==> config.mk <==
export PLATFORM = sky130hd
export DESIGN_NAME = rwc_top
export DESIGN_NICKNAME = d
export VERILOG_FILES = /design/src/rwc_pkg.sv /design/src/rwc_top.sv
export VERILOG_INCLUDE_DIRS = /design/src
export SDC_FILE = /design/constraint.sdc
export NUM_CORES = 1
export LEC_CHECK = 0
export BUFFER_PORTS_ARGS = -buffer_cell sky130_fd_sc_hd__buf_2
export CORE_MARGIN = 2
export CORE_UTILIZATION = 40
export DETAILED_ROUTE_END_ITERATION = 6
export PLACE_DENSITY_LB_ADDON = 0.15
export SLEW_MARGIN = 20
export SYNTH_ARGS = -nofsm -noshare
export SYNTH_HDL_FRONTEND = slang
export SYNTH_SLANG_ARGS = --single-unit
==> constraint.sdc <==
create_clock -name clk_i -period 5.82 [get_ports clk_i]
set_clock_uncertainty 0.05 [all_clocks]
set_input_delay 1.164 -clock clk_i [delete_from_list [all_inputs] [get_ports clk_i]]
set_output_delay 1.164 -clock clk_i [all_outputs]
set_load 0.1 [all_outputs]
==> src/rwc_map.svh <==
// Register offsets, field positions, reset values and timing counts of the reset and watchdog controller.
`ifndef RWC_MAP_SVH
`define RWC_MAP_SVH

// Word index of the watchdog control register; the byte address is four times this.
`define RWC_CTL_IDX       10'h093
// Field positions inside the watchdog control register.
`define RWC_PER_LSB       0
`define RWC_CLK_LSB       2
`define RWC_NMI_BIT       4
`define RWC_FLAG_BIT      5
`define RWC_EN_BIT        7
// Value of the writable fields after any system reset.
`define RWC_CTL_RESET     8'h00
// Reset-mode hold time in system clock cycles.
`define RWC_HOLD_CYC      11'd1025
// Consecutive low samples of the reset pin that start a reset.
`define RWC_EXT_LOW_CYC   2'd3
// Consecutive high samples of the reset pin that end a prolonged reset.
`define RWC_PIN_HIGH_CYC  3'd4

`endif

==> src/rwc_pkg.sv <==
// Types shared by the reset and watchdog controller.
`default_nettype none
package rwc_pkg;

  // Reset sequencer states, one-hot.
  typedef enum logic [3:0] {
    RWC_ST_RUN  = 4'b0001,
    RWC_ST_SRC  = 4'b0010,
    RWC_ST_HOLD = 4'b0100,
    RWC_ST_WAIT = 4'b1000
  } rwc_state_t;

  // Watchdog clock select codes.
  typedef enum logic [1:0] {
    RWC_WCLK_SYS = 2'h0,
    RWC_WCLK_RTC = 2'h1,
    RWC_WCLK_RC  = 2'h2,
    RWC_WCLK_RSV = 2'h3
  } rwc_wclk_t;

  // Internal reset sources other than power-on and the watchdog.
  typedef struct packed {
    logic brownout_detect;
    logic rtc_alarm;
    logic cpu_sleep;
    logic debug_reset;
  } rwc_srcs_t;

  // Controls handed to the rest of the chip while system reset is active.
  typedef struct packed {
    logic hold_cpu;
    logic clear_pc;
    logic gpio_as_input;
    logic clk_sel_xtal;
  } rwc_sysctl_t;

endpackage
`default_nettype wire

==> src/rwc_top.sv <==
// Reset sequencer with attached watchdog and classic Wishbone register slave.
//
// Design decision made here: register access over Wishbone.
`timescale 1ns/1ps
`default_nettype none
`include "rwc_map.svh"

// Behaviour
// - Reset restores defaults, inputs GPIO, clears PC.
// - No instruction execution during system reset.
// - Reset on POR, brownout, pin, watchdog, alarm, debug.
// - Hold reset for 1025 system clock cycles.
// - Internal source: count starts after source deasserts.
// - Pin low three cycles starts the count.
// - Crystal selected as system clock during reset.
// - Drive reset pin low until timer expires.
// - Early pin release: run right after expiry.
// - Late release: run after four high samples.
// - Reset disables watchdog; bit 7 enables it.
// - Control writes ignored once watchdog enabled.
// - Period field [1:0], clock field [3:2].
// - System clock periods 2^27,2^25,2^22,2^18.
// - RTC periods 2^17,2^14,2^11,2^7.
// - RC periods 2^15,2^13,2^9,2^5.
// - Timeout gives reset or NMI; reset default.
// - Reset-mode timeout sets the reset-cause flag.
module rwc_top #(
  parameter int WD_W      = 27,  // Width of the watchdog counter, enough for the longest period.
  parameter int SYS_EXP0  = 27,  // Period exponents for the system clock.
  parameter int SYS_EXP1  = 25,
  parameter int SYS_EXP2  = 22,
  parameter int SYS_EXP3  = 18,
  parameter int RTC_EXP0  = 17,  // Period exponents for the RTC oscillator.
  parameter int RTC_EXP1  = 14,
  parameter int RTC_EXP2  = 11,
  parameter int RTC_EXP3  = 7,
  parameter int RC_EXP0   = 15,  // Period exponents for the internal RC oscillator.
  parameter int RC_EXP1   = 13,
  parameter int RC_EXP2   = 9,
  parameter int RC_EXP3   = 5
) (
  input  wire logic               clk_i,            // System clock, 50 MHz.
  input  wire logic               rst_i,            // Power-on reset, synchronous, active high.
  input  wire rwc_pkg::rwc_srcs_t srcs_i,           // Internal reset sources.
  input  wire logic               rtc_clk_i,        // RTC oscillator level.
  input  wire logic               rc_clk_i,         // Internal RC oscillator level.
  input  wire logic               reset_pin_n_i,    // Level seen on the shared reset pin.
  output logic                    reset_pin_n_o,    // Value driven onto the reset pin.
  output logic                    reset_pin_oe_n_o, // Low while the pin is driven.
  output rwc_pkg::rwc_sysctl_t    sysctl_o,         // Reset controls to the rest of the chip.
  output logic                    nmi_o,            // Non-maskable interrupt pulse.
  input  wire logic               wb_cyc_i,         // Wishbone cycle.
  input  wire logic               wb_stb_i,         // Wishbone strobe.
  input  wire logic               wb_we_i,          // Wishbone write enable.
  input  wire logic [11:0]        wb_adr_i,         // Wishbone byte address.
  input  wire logic [3:0]         wb_sel_i,         // Wishbone byte selects.
  input  wire logic [31:0]        wb_dat_i,         // Wishbone write data.
  output logic [31:0]             wb_dat_o,         // Wishbone read data.
  output logic                    wb_ack_o          // Wishbone acknowledge.
);

  // Sequencer state and its counters.
  rwc_pkg::rwc_state_t state_r;       // Current sequencer state.
  rwc_pkg::rwc_state_t state_nxt;     // Next sequencer state.
  logic [10:0]         hold_cnt_r;    // Cycles spent in the hold state.
  logic [1:0]          low_cnt_r;     // Consecutive low samples of the pin while running.
  logic [2:0]          high_cnt_r;    // Consecutive high samples of the pin while waiting.
  logic                wait_first_r;  // First cycle of the wait state.

  // Watchdog control fields.
  logic [1:0]          period_r;      // Timeout period select.
  rwc_pkg::rwc_wclk_t  wclk_r;        // Watchdog clock select.
  logic                nmi_sel_r;     // Timeout raises NMI instead of reset.
  logic                wd_en_r;       // Watchdog enable, write-once.
  logic                rst_flag_r;    // Last reset came from the watchdog.
  logic [WD_W-1:0]     wd_cnt_r;      // Watchdog tick counter.
  logic                rtc_d_r;       // Previous RTC level for edge detection.
  logic                rc_d_r;        // Previous RC level for edge detection.
  logic                wd_to_rst_r;   // Watchdog reset request, one cycle.
  logic                nmi_r;         // NMI pulse register.
  logic                ack_r;         // Bus acknowledge.
  logic [31:0]         dat_r;         // Bus read data.

  // State decodes.
  wire st_run  = (state_r == rwc_pkg::RWC_ST_RUN);
  wire st_src  = (state_r == rwc_pkg::RWC_ST_SRC);
  wire st_hold = (state_r == rwc_pkg::RWC_ST_HOLD);
  wire st_wait = (state_r == rwc_pkg::RWC_ST_WAIT);
  wire in_rst  = !st_run;

  // Brownout, debug, the watchdog request, or an alarm during sleep keeps the sequencer waiting while asserted.
  wire int_act = srcs_i.brownout_detect | srcs_i.debug_reset | wd_to_rst_r
               | (srcs_i.rtc_alarm & srcs_i.cpu_sleep);
  // The third consecutive low sample of the pin starts an external reset.
  wire ext_go  = st_run && !reset_pin_n_i && (low_cnt_r == (`RWC_EXT_LOW_CYC - 2'd1));
  wire hold_end = st_hold && (hold_cnt_r == (`RWC_HOLD_CYC - 11'd1));
  wire pin_done = reset_pin_n_i && (wait_first_r
                || (high_cnt_r == (`RWC_PIN_HIGH_CYC - 3'd1)));

  // Bus decode; the single register sits at one word, other words read zero.
  wire       bus_req  = wb_cyc_i && wb_stb_i;
  wire       ctl_hit  = (wb_adr_i[11:2] == `RWC_CTL_IDX);
  wire       ctl_wr   = bus_req && ack_r && wb_we_i && ctl_hit && wb_sel_i[0] && st_run;
  wire       ctl_load = ctl_wr && !wd_en_r;
  wire [7:0] ctl_rd   = {wd_en_r, 1'b0, rst_flag_r, nmi_sel_r, wclk_r, period_r};

  // Watchdog tick selection; the reserved clock code never ticks.
  wire wd_tick = (wclk_r == rwc_pkg::RWC_WCLK_SYS) ? 1'b1
               : (wclk_r == rwc_pkg::RWC_WCLK_RTC) ? (rtc_clk_i & ~rtc_d_r)
               : (wclk_r == rwc_pkg::RWC_WCLK_RC)  ? (rc_clk_i & ~rc_d_r)
               : 1'b0;

  // Period exponent from clock and period selects.
  function automatic int wd_exp(input logic [1:0] clk_sel, input logic [1:0] per);
    int e;
    e = SYS_EXP0;
    unique case (clk_sel)
      2'h0: e = (per == 2'h0) ? SYS_EXP0 : (per == 2'h1) ? SYS_EXP1
              : (per == 2'h2) ? SYS_EXP2 : SYS_EXP3;
      2'h1: e = (per == 2'h0) ? RTC_EXP0 : (per == 2'h1) ? RTC_EXP1
              : (per == 2'h2) ? RTC_EXP2 : RTC_EXP3;
      2'h2: e = (per == 2'h0) ? RC_EXP0 : (per == 2'h1) ? RC_EXP1
              : (per == 2'h2) ? RC_EXP2 : RC_EXP3;
      2'h3: e = WD_W;
    endcase
    return e;
  endfunction

  // Terminal count is one less than two to the selected exponent.
  wire [WD_W:0]   wd_lim_w = ({{WD_W{1'b0}}, 1'b1} << wd_exp(wclk_r, period_r)) - {{WD_W{1'b0}}, 1'b1};
  wire [WD_W-1:0] wd_lim   = wd_lim_w[WD_W-1:0];
  wire            wd_to    = st_run && wd_en_r && wd_tick && (wd_cnt_r == wd_lim);

  // Next-state logic of the sequencer.
  // A new internal event restarts the sequence from any state, since the hold
  // must count from the last source to deassert.
  always_comb
  begin
    state_nxt = state_r;
    unique case (state_r)
      rwc_pkg::RWC_ST_RUN:
      begin
        if (int_act)
          state_nxt = rwc_pkg::RWC_ST_SRC;
        else if (ext_go)
          state_nxt = rwc_pkg::RWC_ST_HOLD;
      end
      rwc_pkg::RWC_ST_SRC:
      begin
        if (!int_act)
          state_nxt = rwc_pkg::RWC_ST_HOLD;
      end
      rwc_pkg::RWC_ST_HOLD:
      begin
        if (int_act)
          state_nxt = rwc_pkg::RWC_ST_SRC;
        else if (hold_end)
          state_nxt = rwc_pkg::RWC_ST_WAIT;
      end
      rwc_pkg::RWC_ST_WAIT:
      begin
        if (int_act)
          state_nxt = rwc_pkg::RWC_ST_SRC;
        else if (pin_done)
          state_nxt = rwc_pkg::RWC_ST_RUN;
      end
      default: state_nxt = rwc_pkg::RWC_ST_SRC;
    endcase
  end

  // Sequencer state; power-on parks it waiting for the power-on source to go.
  always_ff @(posedge clk_i)
  begin
    if (rst_i)
      state_r <= rwc_pkg::RWC_ST_SRC;
    else
      state_r <= state_nxt;
  end

  // Hold counter runs only in the hold state and restarts on every entry.
  always_ff @(posedge clk_i)
  begin
    if (rst_i || !st_hold || int_act)
      hold_cnt_r <= 11'h000;
    else
      hold_cnt_r <= hold_cnt_r + 11'h001;
  end

  // Pin sample counters; the low count only matters while running because
  // during reset the pin is our own drive and tells nothing.
  always_ff @(posedge clk_i)
  begin
    if (rst_i || !st_run || reset_pin_n_i)
      low_cnt_r <= 2'h0;
    else if (low_cnt_r != `RWC_EXT_LOW_CYC)
      low_cnt_r <= low_cnt_r + 2'h1;
    if (rst_i || !st_wait || !reset_pin_n_i)
      high_cnt_r <= 3'h0;
    else if (high_cnt_r != `RWC_PIN_HIGH_CYC)
      high_cnt_r <= high_cnt_r + 3'h1;
    wait_first_r <= !rst_i && hold_end && !int_act;
  end

  // Watchdog control register. Writes land only at the acknowledging edge and
  // only while enable is clear; any system reset returns it to defaults.
  always_ff @(posedge clk_i)
  begin
    if (rst_i || in_rst)
    begin
      period_r  <= 2'(`RWC_CTL_RESET >> `RWC_PER_LSB);
      wclk_r    <= rwc_pkg::RWC_WCLK_SYS;
      nmi_sel_r <= 1'b0;
      wd_en_r   <= 1'b0;
    end
    else if (ctl_load)
    begin
      period_r  <= wb_dat_i[`RWC_PER_LSB +: 2];
      wclk_r    <= rwc_pkg::rwc_wclk_t'(wb_dat_i[`RWC_CLK_LSB +: 2]);
      nmi_sel_r <= wb_dat_i[`RWC_NMI_BIT];
      wd_en_r   <= wb_dat_i[`RWC_EN_BIT];
    end
  end

  // Reset-cause flag survives the reset it reports, so the watchdog's own
  // request must not clear it. Power-on, or another source that starts a reset from run, clears it,
  // but a reset-mode watchdog timeout in the same cycle wins.
  always_ff @(posedge clk_i)
  begin
    if (wd_to && !nmi_sel_r)
      rst_flag_r <= 1'b1;
    else if (rst_i || (st_run && !wd_to_rst_r && (int_act || ext_go)))
      rst_flag_r <= 1'b0;
  end

  // Watchdog counter and its timeout actions.
  always_ff @(posedge clk_i)
  begin
    rtc_d_r <= rtc_clk_i;
    rc_d_r  <= rc_clk_i;
    if (rst_i || in_rst || !wd_en_r || wd_to)
      wd_cnt_r <= '0;
    else if (wd_tick)
      wd_cnt_r <= wd_cnt_r + {{(WD_W-1){1'b0}}, 1'b1};
    wd_to_rst_r <= !rst_i && wd_to && !nmi_sel_r;
    nmi_r       <= !rst_i && wd_to && nmi_sel_r;
  end

  // Wishbone slave: one wait state, ack for one cycle, zero for unmapped words.
  always_ff @(posedge clk_i)
  begin
    if (rst_i)
    begin
      ack_r <= 1'b0;
      dat_r <= 32'h0000_0000;
    end
    else
    begin
      ack_r <= bus_req && !ack_r;
      dat_r <= ctl_hit ? {24'h00_0000, ctl_rd} : 32'h0000_0000;
    end
  end

  // Outputs. The pin drive follows the state register so it never glitches.
  assign reset_pin_n_o          = 1'b0;
  assign reset_pin_oe_n_o       = !(st_src || st_hold);
  assign sysctl_o.hold_cpu      = in_rst;
  assign sysctl_o.clear_pc      = in_rst;
  assign sysctl_o.gpio_as_input = in_rst;
  assign sysctl_o.clk_sel_xtal  = in_rst;
  assign nmi_o                  = nmi_r;
  assign wb_ack_o               = ack_r;
  assign wb_dat_o               = dat_r;

  // The hold lasts exactly its count before the pin is released.
  property p_hold_len;
    @(posedge clk_i) disable iff (rst_i)
    (st_hold && hold_cnt_r == 11'd1024 && !int_act) |=> (st_wait && reset_pin_oe_n_o);
  endproperty
  a_hold_len: assert property (p_hold_len) else $error("hold did not end at 1025 cycles");

  // Hold always starts from a zero count.
  property p_hold_start;
    @(posedge clk_i) disable iff (rst_i)
    $rose(st_hold) |-> (hold_cnt_r == 11'd0) && !reset_pin_oe_n_o;
  endproperty
  a_hold_start: assert property (p_hold_start) else $error("hold began with stale count");

  // The CPU is held and the crystal selected whenever not running.
  property p_no_exec;
    @(posedge clk_i) disable iff (rst_i)
    !st_run |-> (sysctl_o.hold_cpu && sysctl_o.clk_sel_xtal && sysctl_o.clear_pc);
  endproperty
  a_no_exec: assert property (p_no_exec) else $error("CPU free during reset");

  // Three low samples while running start the hold.
  property p_ext_start;
    @(posedge clk_i) disable iff (rst_i)
    (st_run && !reset_pin_n_i && !int_act)[*3] |=> st_hold;
  endproperty
  a_ext_start: assert property (p_ext_start) else $error("external reset not taken");

  // An internal source that goes away moves on to the hold next edge.
  property p_int_start;
    @(posedge clk_i) disable iff (rst_i)
    (st_src && !int_act) |=> st_hold;
  endproperty
  a_int_start: assert property (p_int_start) else $error("hold did not follow source");

  // Four high samples end a prolonged wait.
  property p_wait4;
    @(posedge clk_i) disable iff (rst_i)
    (st_wait && !wait_first_r ##1 (st_wait && reset_pin_n_i && !int_act)[*4]) |=> st_run;
  endproperty
  a_wait4: assert property (p_wait4) else $error("run not resumed after four highs");

  // Once enabled, a control write changes nothing.
  property p_lock;
    @(posedge clk_i) disable iff (rst_i)
    (st_run && wd_en_r && ctl_wr) |=> ($stable(ctl_rd[4:0]) && wd_en_r);
  endproperty
  a_lock: assert property (p_lock) else $error("locked control register changed");

  // Any reset leaves the watchdog disabled.
  property p_wd_off;
    @(posedge clk_i) disable iff (rst_i)
    !st_run |=> !wd_en_r;
  endproperty
  a_wd_off: assert property (p_wd_off) else $error("watchdog alive through reset");

  // A reset-mode timeout sets the flag and enters reset.
  property p_to_rst;
    @(posedge clk_i) disable iff (rst_i)
    (wd_to && !nmi_sel_r) |=> (rst_flag_r && !nmi_o) ##1 (st_src && rst_flag_r);
  endproperty
  a_to_rst: assert property (p_to_rst) else $error("watchdog reset not raised");

  // An NMI-mode timeout raises NMI and keeps running.
  property p_to_nmi;
    @(posedge clk_i) disable iff (rst_i)
    (wd_to && nmi_sel_r) |=> (nmi_o && !wd_to_rst_r && $stable(rst_flag_r)) ##1 st_run;
  endproperty
  a_to_nmi: assert property (p_to_nmi) else $error("watchdog NMI wrong");

endmodule // rwc_top
`default_nettype wire

=== Word level (Yosys, flattened, before mapping) ===
Index checks and enable logic that the tools add are counted.

* Bits in registers: 92
* Bits of input ports: 60
* Output and inout bits: 40
* Word-level logic and storage cells: 124

* Add/sub/neg operators: 5
* Eq/ne operators: 20
* Shift-type cells: 1
* Mux-type cells: 21
* Bitwise gates (word level): 9
* Reduce and logical (&&, ||, !) cells: 50

{| class="wikitable"
|+ Operator list
! cell !! count
|-
| $pmux W32 S4 || 1
|-
| $mux W4 || 14
|-
| $shl A1 B32 Y27 const A || 1
|-
| $add A27 B1 Y27 const B || 1
|-
| $eq A27 B27 Y1 || 1
|-
| $sub A27 B1 Y27 const B || 1
|-
| $logic_and A1 B1 Y1 || 23
|-
| $pmux W4 S4 || 1
|-
| $logic_or A1 B1 Y1 || 12
|-
| $add A11 B1 Y11 const B || 1
|-
| $eq A11 B11 Y1 const B || 1
|-
| $logic_not A1 Y1 || 11
|-
| $eq A10 B8 Y1 const B || 1
|-
| $ne A3 B1 Y1 const B || 3
|-
| $eq A2 B2 Y1 const B || 4
|-
| $mux W5 || 1
|-
| $eq A2 B1 Y1 const B || 2
|-
| $eq A4 B1 Y1 const B || 1
|-
| $eq A4 B2 Y1 const B || 1
|-
| $eq A4 B3 Y1 const B || 1
|-
| $eq A4 B4 Y1 const B || 1
|-
| $logic_not A2 Y1 || 2
|-
| $ne A2 B2 Y1 const B || 2
|-
| $reduce_and A4 Y1 || 1
|-
| 10 further kinds || 18
|}

=== Logic depth before layout (Yosys ltp) ===
* Depth in word-level cells: 11
* Gate-level depth with buffers: 18
* Gate-level depth less buffers: 16

=== Worst setup path before layout ===
OpenSTA, ideal clock, no wires.

* Path kind: flip-flop to flip-flop
* From: register wclk_r[0]
* To: register wd_cnt_r[14]
* Arrival: 4628 ps
* Data required time: 5636 ps
* Path slack: 1008 ps
* Stages on the path, launching flop included: 18
* Path buffers: 2
* Clock period less this slack: 4812 ps
* Cells stage by stage: dfxtp_1 > inv_1 > ha_1 > buf_2 > a211oi_2 > nand3_2 > nor4_1 > inv_1 > ha_1 > xnor2_1 > or4_4 > or3b_1 > a2111oi_2 > nand4_1 > or4_4 > nor4_4 > buf_6 > nor4_1

* Longest elaborated chain between the ends: 7
* Elaborated cells on any way between the ends: 14
* Those cells by class: add/sub (1); eq/ne (4); shift (1); mux (4); reduce/logical (4)

{| class="wikitable"
|+ Ends and longest elaborated chain
! element !! RTL line !! RTL
|-
| start, declared || rwc_top.sv:72 || <nowiki>rwc_pkg::rwc_wclk_t wclk_r;</nowiki>
|-
| start signal, assigned || rwc_top.sv:211 || <nowiki>wclk_r <= rwc_pkg::RWC_WCLK_SYS;</nowiki>
|-
| start signal, assigned || rwc_top.sv:218 || <nowiki>wclk_r <= rwc_pkg::rwc_wclk_t'(wb_dat_i[`RWC_CLK_LSB +: 2]);</nowiki>
|-
| $eq A2 B2 Y1, or another cell as far along || rwc_top.sv:117 || <nowiki>unique case (clk_sel)</nowiki>
|-
| $pmux W32 S4 / $mux W1 (equally long branches) || rwc_top.sv:117, rwc_top.sv:110 ||
|-
| $shl A1 B32 Y27 / $mux W1 (equally long branches) || rwc_top.sv:130, rwc_top.sv:109 ||
|-
| $sub A27 B1 Y27 / $mux W1 (equally long branches) || rwc_top.sv:130, rwc_top.sv:108 ||
|-
| $eq A27 B27 Y1 / $logic_and A1 B1 Y1 (equally long branches) || rwc_top.sv:132 || <nowiki>wire wd_to = st_run && wd_en_r && wd_tick && (wd_cnt_r == wd_lim);</nowiki>
|-
| $logic_and A1 B1 Y1 || rwc_top.sv:132 ||
|-
| $logic_or A1 B1 Y1 || rwc_top.sv:240 || <nowiki>if (rst_i || in_rst || !wd_en_r || wd_to)</nowiki>
|-
| end signal, assigned || rwc_top.sv:243 || <nowiki>wd_cnt_r <= wd_cnt_r + {{(WD_W-1){1'b0}}, 1'b1};</nowiki>
|-
| end, declared || rwc_top.sv:76 || <nowiki>logic [WD_W-1:0] wd_cnt_r;</nowiki>
|}

Several ways; a longest one is shown, not always the timed one. The select of a mux whose other input is x is not followed.
A chain may end at the register's enable or synchronous reset.

=== Final worst setup path ===
* From: register wclk_r[0]
* To: register wd_cnt_r[19]

The elaborated chain is that of the path after synthesis.

==> out/results.txt <==
WL per Instance: 16.7 µm
Die area: 13,400 µm²
Final-report setup violation count: 0
Async SR Flop Fraction: 0
Hold Path Class: register to register
Routed via count: 4,646
HPWL after DPL: 10.4 mm
Fin util: 0.456
Slew at the pin closest to its max-slew limit: 988 ps
Die X: 116 µm
Total wire length: 13.8 mm
CTS resizes: 0
Sequential element share of the synthesized area: 0.268
Area after DPL: 5210 µm²
Number of global-route vias before repair: 4,364
Critical path fanouts, max: 23
DRT iter0 DRCs: 325
Reg2Reg Depth: 16
Hold_buf cts: 0
Row cnt: 40
Post CTS Setup Buffer Count: 0
Ports: 100
Min Tclk post-route: 5260 ps
# diodes: 0
CTS tree: done
Mapped Area: 5000 µm²
Chip Height: 116 µm
Fraction of layout cells with a size suffix above 1: 0.123
Status: completed
Crit Reg-Reg Startpoint: wclk_r[0]
Count of cell types in the netlist: 73
Maximum vdd drop: 0.197 mV
First-pass GRT wire length: 22.0 mm
Main synth FF type: dfxtp_1
Worst hold start: wb_ack_o
Root Driver: clkbuf_16
Yosys warns: 0
Achievable frequency: 0.190 GHz
Critical path class: register to register
RSZ-0062 raised after global routing: no
Num CTS Buffers: 9
First drt pass iteration count: 5
Period utilization: 0.904
Initial antenna violation count: 0
Worst Hold End: wb_ack_o
MaxCap Viol Count: 0
Final Hold Fails: 0
Setup TNS: 0 ps
Reg clk slew, reported paths: 50 ps
GRT Total Usage: 0.209
RD Place Congestion: 0.988
Slew Limit Fails: 0
# fillers: 1,243
Mapped Cells: 627
Slew headroom: 0.324
Clk_lat worst skew: 330 ps
Hold depth: 1
#FFs+latches synth: 67
Worst R2R End: wd_cnt_r[19]
# H-tree levels: 3
Clk sinks: 67
Core footprint: 12,100 µm²
Static Leak: 2.02 nW
P&R area growth vs syn: 10.6%
Final worst setup slack: 557 ps
Overall power: 1.13 mW
WP data required: 5980 ps
Final #Nets: 731
ANT nets after route: 0
Mean Syn Cell Area: 7.97 µm²
Final cell area excluding filler cells: 5530 µm²
Power Density: 205 nW/µm²
Setup slack, reg-to-reg: 560 ps
Grt total ovfl: 0
Crit path DAT: 5420 ps
Nature of the critical path startpoint: register
Number of synthesized flops with an enable pin: 0
Port bufs: 42
Clk buf depth: 2
Pre-CTS WS: 569 ps
Effective utilization at floorplan: 0.413
Crit. End Element: register
Via density: 5.63
DRC: 0
Pin count of the biggest net entering global routing: 28
-- cell families (layout without fill, tap and decap cells) --
group | count (synthesis) | after routing | synth area share
AO/OA/AOI/OAI | 108 | 108 | 0.157
XOR/XNOR | 62 | 62 | 0.109
adder cells (fa/ha/maj) | 18 | 18 | 0.0451
buffers and inverters | 83 | 88 | 0.0912
flip-flops | 67 | 67 | 0.268
multiplexers | 13 | 13 | 0.0288
other | 1 | 26 | 0.000751
AND/OR/NAND/NOR | 275 | 275 | 0.300
-- cell usage after synthesis, types with 4 or more instances --
| cell type | count | area share |
|---|---|---|
| nand2b_1 | 7 | 0.0088 |
| nor2b_1 | 8 | 0.010 |
| dfxtp_1 | 67 | 0.27 |
| xnor2_1 | 36 | 0.063 |
| a2111oi_0 | 5 | 0.0088 |
| a31oi_1 | 8 | 0.010 |
| a211oi_1 | 6 | 0.0090 |
| nand4_1 | 21 | 0.026 |
| nand2_1 | 44 | 0.033 |
| o211a_1 | 4 | 0.0080 |
| nor4_1 | 33 | 0.041 |
| o211ai_1 | 7 | 0.011 |
| inv_1 | 23 | 0.017 |
| o31a_1 | 4 | 0.0070 |
| or3_1 | 4 | 0.0050 |
| ha_1 | 18 | 0.045 |
| o21ai_0 | 17 | 0.017 |
| mux2i_1 | 11 | 0.022 |
| clkbuf_1 | 17 | 0.013 |
| xor2_1 | 26 | 0.046 |
| nor3_1 | 27 | 0.027 |
| o311ai_0 | 4 | 0.0070 |
| and4_1 | 6 | 0.011 |
| a21oi_1 | 21 | 0.021 |
| and2_1 | 8 | 0.010 |
| nor2_1 | 58 | 0.044 |
| buf_4 | 30 | 0.045 |
| or4_1 | 4 | 0.0060 |
| nand3_1 | 23 | 0.023 |
| and3_1 | 7 | 0.0088 |
| buf_2 | 6 | 0.0060 |
-- where the power goes --
part,internal [mW],switching (mW)
Clock,0.365,0.200
Sequential,0.461,0.00242
Combinational,0.0130,0.0926
-- sequential cells by signal, summed over array words and instances (netlist names), 2 cells and up --
name / cells
hold_cnt_r: 11
period_r: 2
wb_dat_o: 7
low_cnt_r: 2
high_cnt_r: 3
wd_cnt_r: 27
wclk_r: 2
state_r: 4
-- placed cells by master, fill, tap and decap left out, types with 17 or more instances in the layout --
master / Yosys / routed
o21ai_0: 17 / 17
nand3_1: 23 / 23
xor2_1: 26 / 26
nor4_1: 33 / 33
a21oi_1: 21 / 21
dfxtp_1: 67 / 67
conb_1: 1 / 26
nand2_1: 44 / 44
nor3_1: 27 / 27
buf_2: 6 / 42
ha_1: 18 / 18
xnor2_1: 36 / 36
inv_1: 23 / 23
nor2_1: 58 / 58
nand4_1: 21 / 21
-- per-stage QoR --
stage | hold WS (ps) | cells
2_1_floorplan | 374 | 652
3_3_place_gp | 379 | 810
3_5_place_dp | 384 | 810
4_1_cts | 400 | 825
5_1_grt | 419 | 825
6_report | 397 | 825
-- critical path, stage by stage (launching register included) --
cell and delay (ps):
dfxtp_1 470, inv_1 130, ha_1 390, or2_1 390, o31a_1 430, nor4_1 350
inv_1 90, ha_1 310, xnor2_1 120, or4_4 410, or3b_1 400, a2111oi_2 340
nand4_1 150, or4_4 470, nor4_4 330, buf_12 210, nor4_1 70
-- metal layers --
| layer | wire, µm | vias up | global-route usage |
|---|---|---|---|
| met5 | 0 | - | 0 |
| met1 | 6250 | 2182 | 0.270 |
| met2 | 6470 | 159 | 0.344 |
| met4 | 257 | 0 | 0.0690 |
| met3 | 776 | 20 | 0.0528 |
| li1 | - | 2285 | - |
-- worst max path at each step --
stage                   start            to  slack, ps  cells past startpoint
global route        wclk_r[0]  wd_cnt_r[19]        210                     15
floorplan           wclk_r[0]  wd_cnt_r[14]       1010                     17
detailed placement  wclk_r[0]  wd_cnt_r[19]        570                     16
CTS                 wclk_r[0]  wd_cnt_r[19]        550                     16
finish              wclk_r[0]  wd_cnt_r[19]        560                     16
global placement    wclk_r[0]  wd_cnt_r[26]        580                     16
-- layout make-up --
class / instances / area, µm² / area share
clock inverter: 3 / 46.3 / 0.00838
sequential: 67 / 1340 / 0.243
inverter: 23 / 86.3 / 0.0156
tap: 168 / 210 / 0.0380
clock buffer: 12 / 267 / 0.0482
timing repair buffer: 50 / 283 / 0.0512
multi-input combinational: 502 / 3290 / 0.596
No activity file was read; power rests on OpenSTA's default activity.
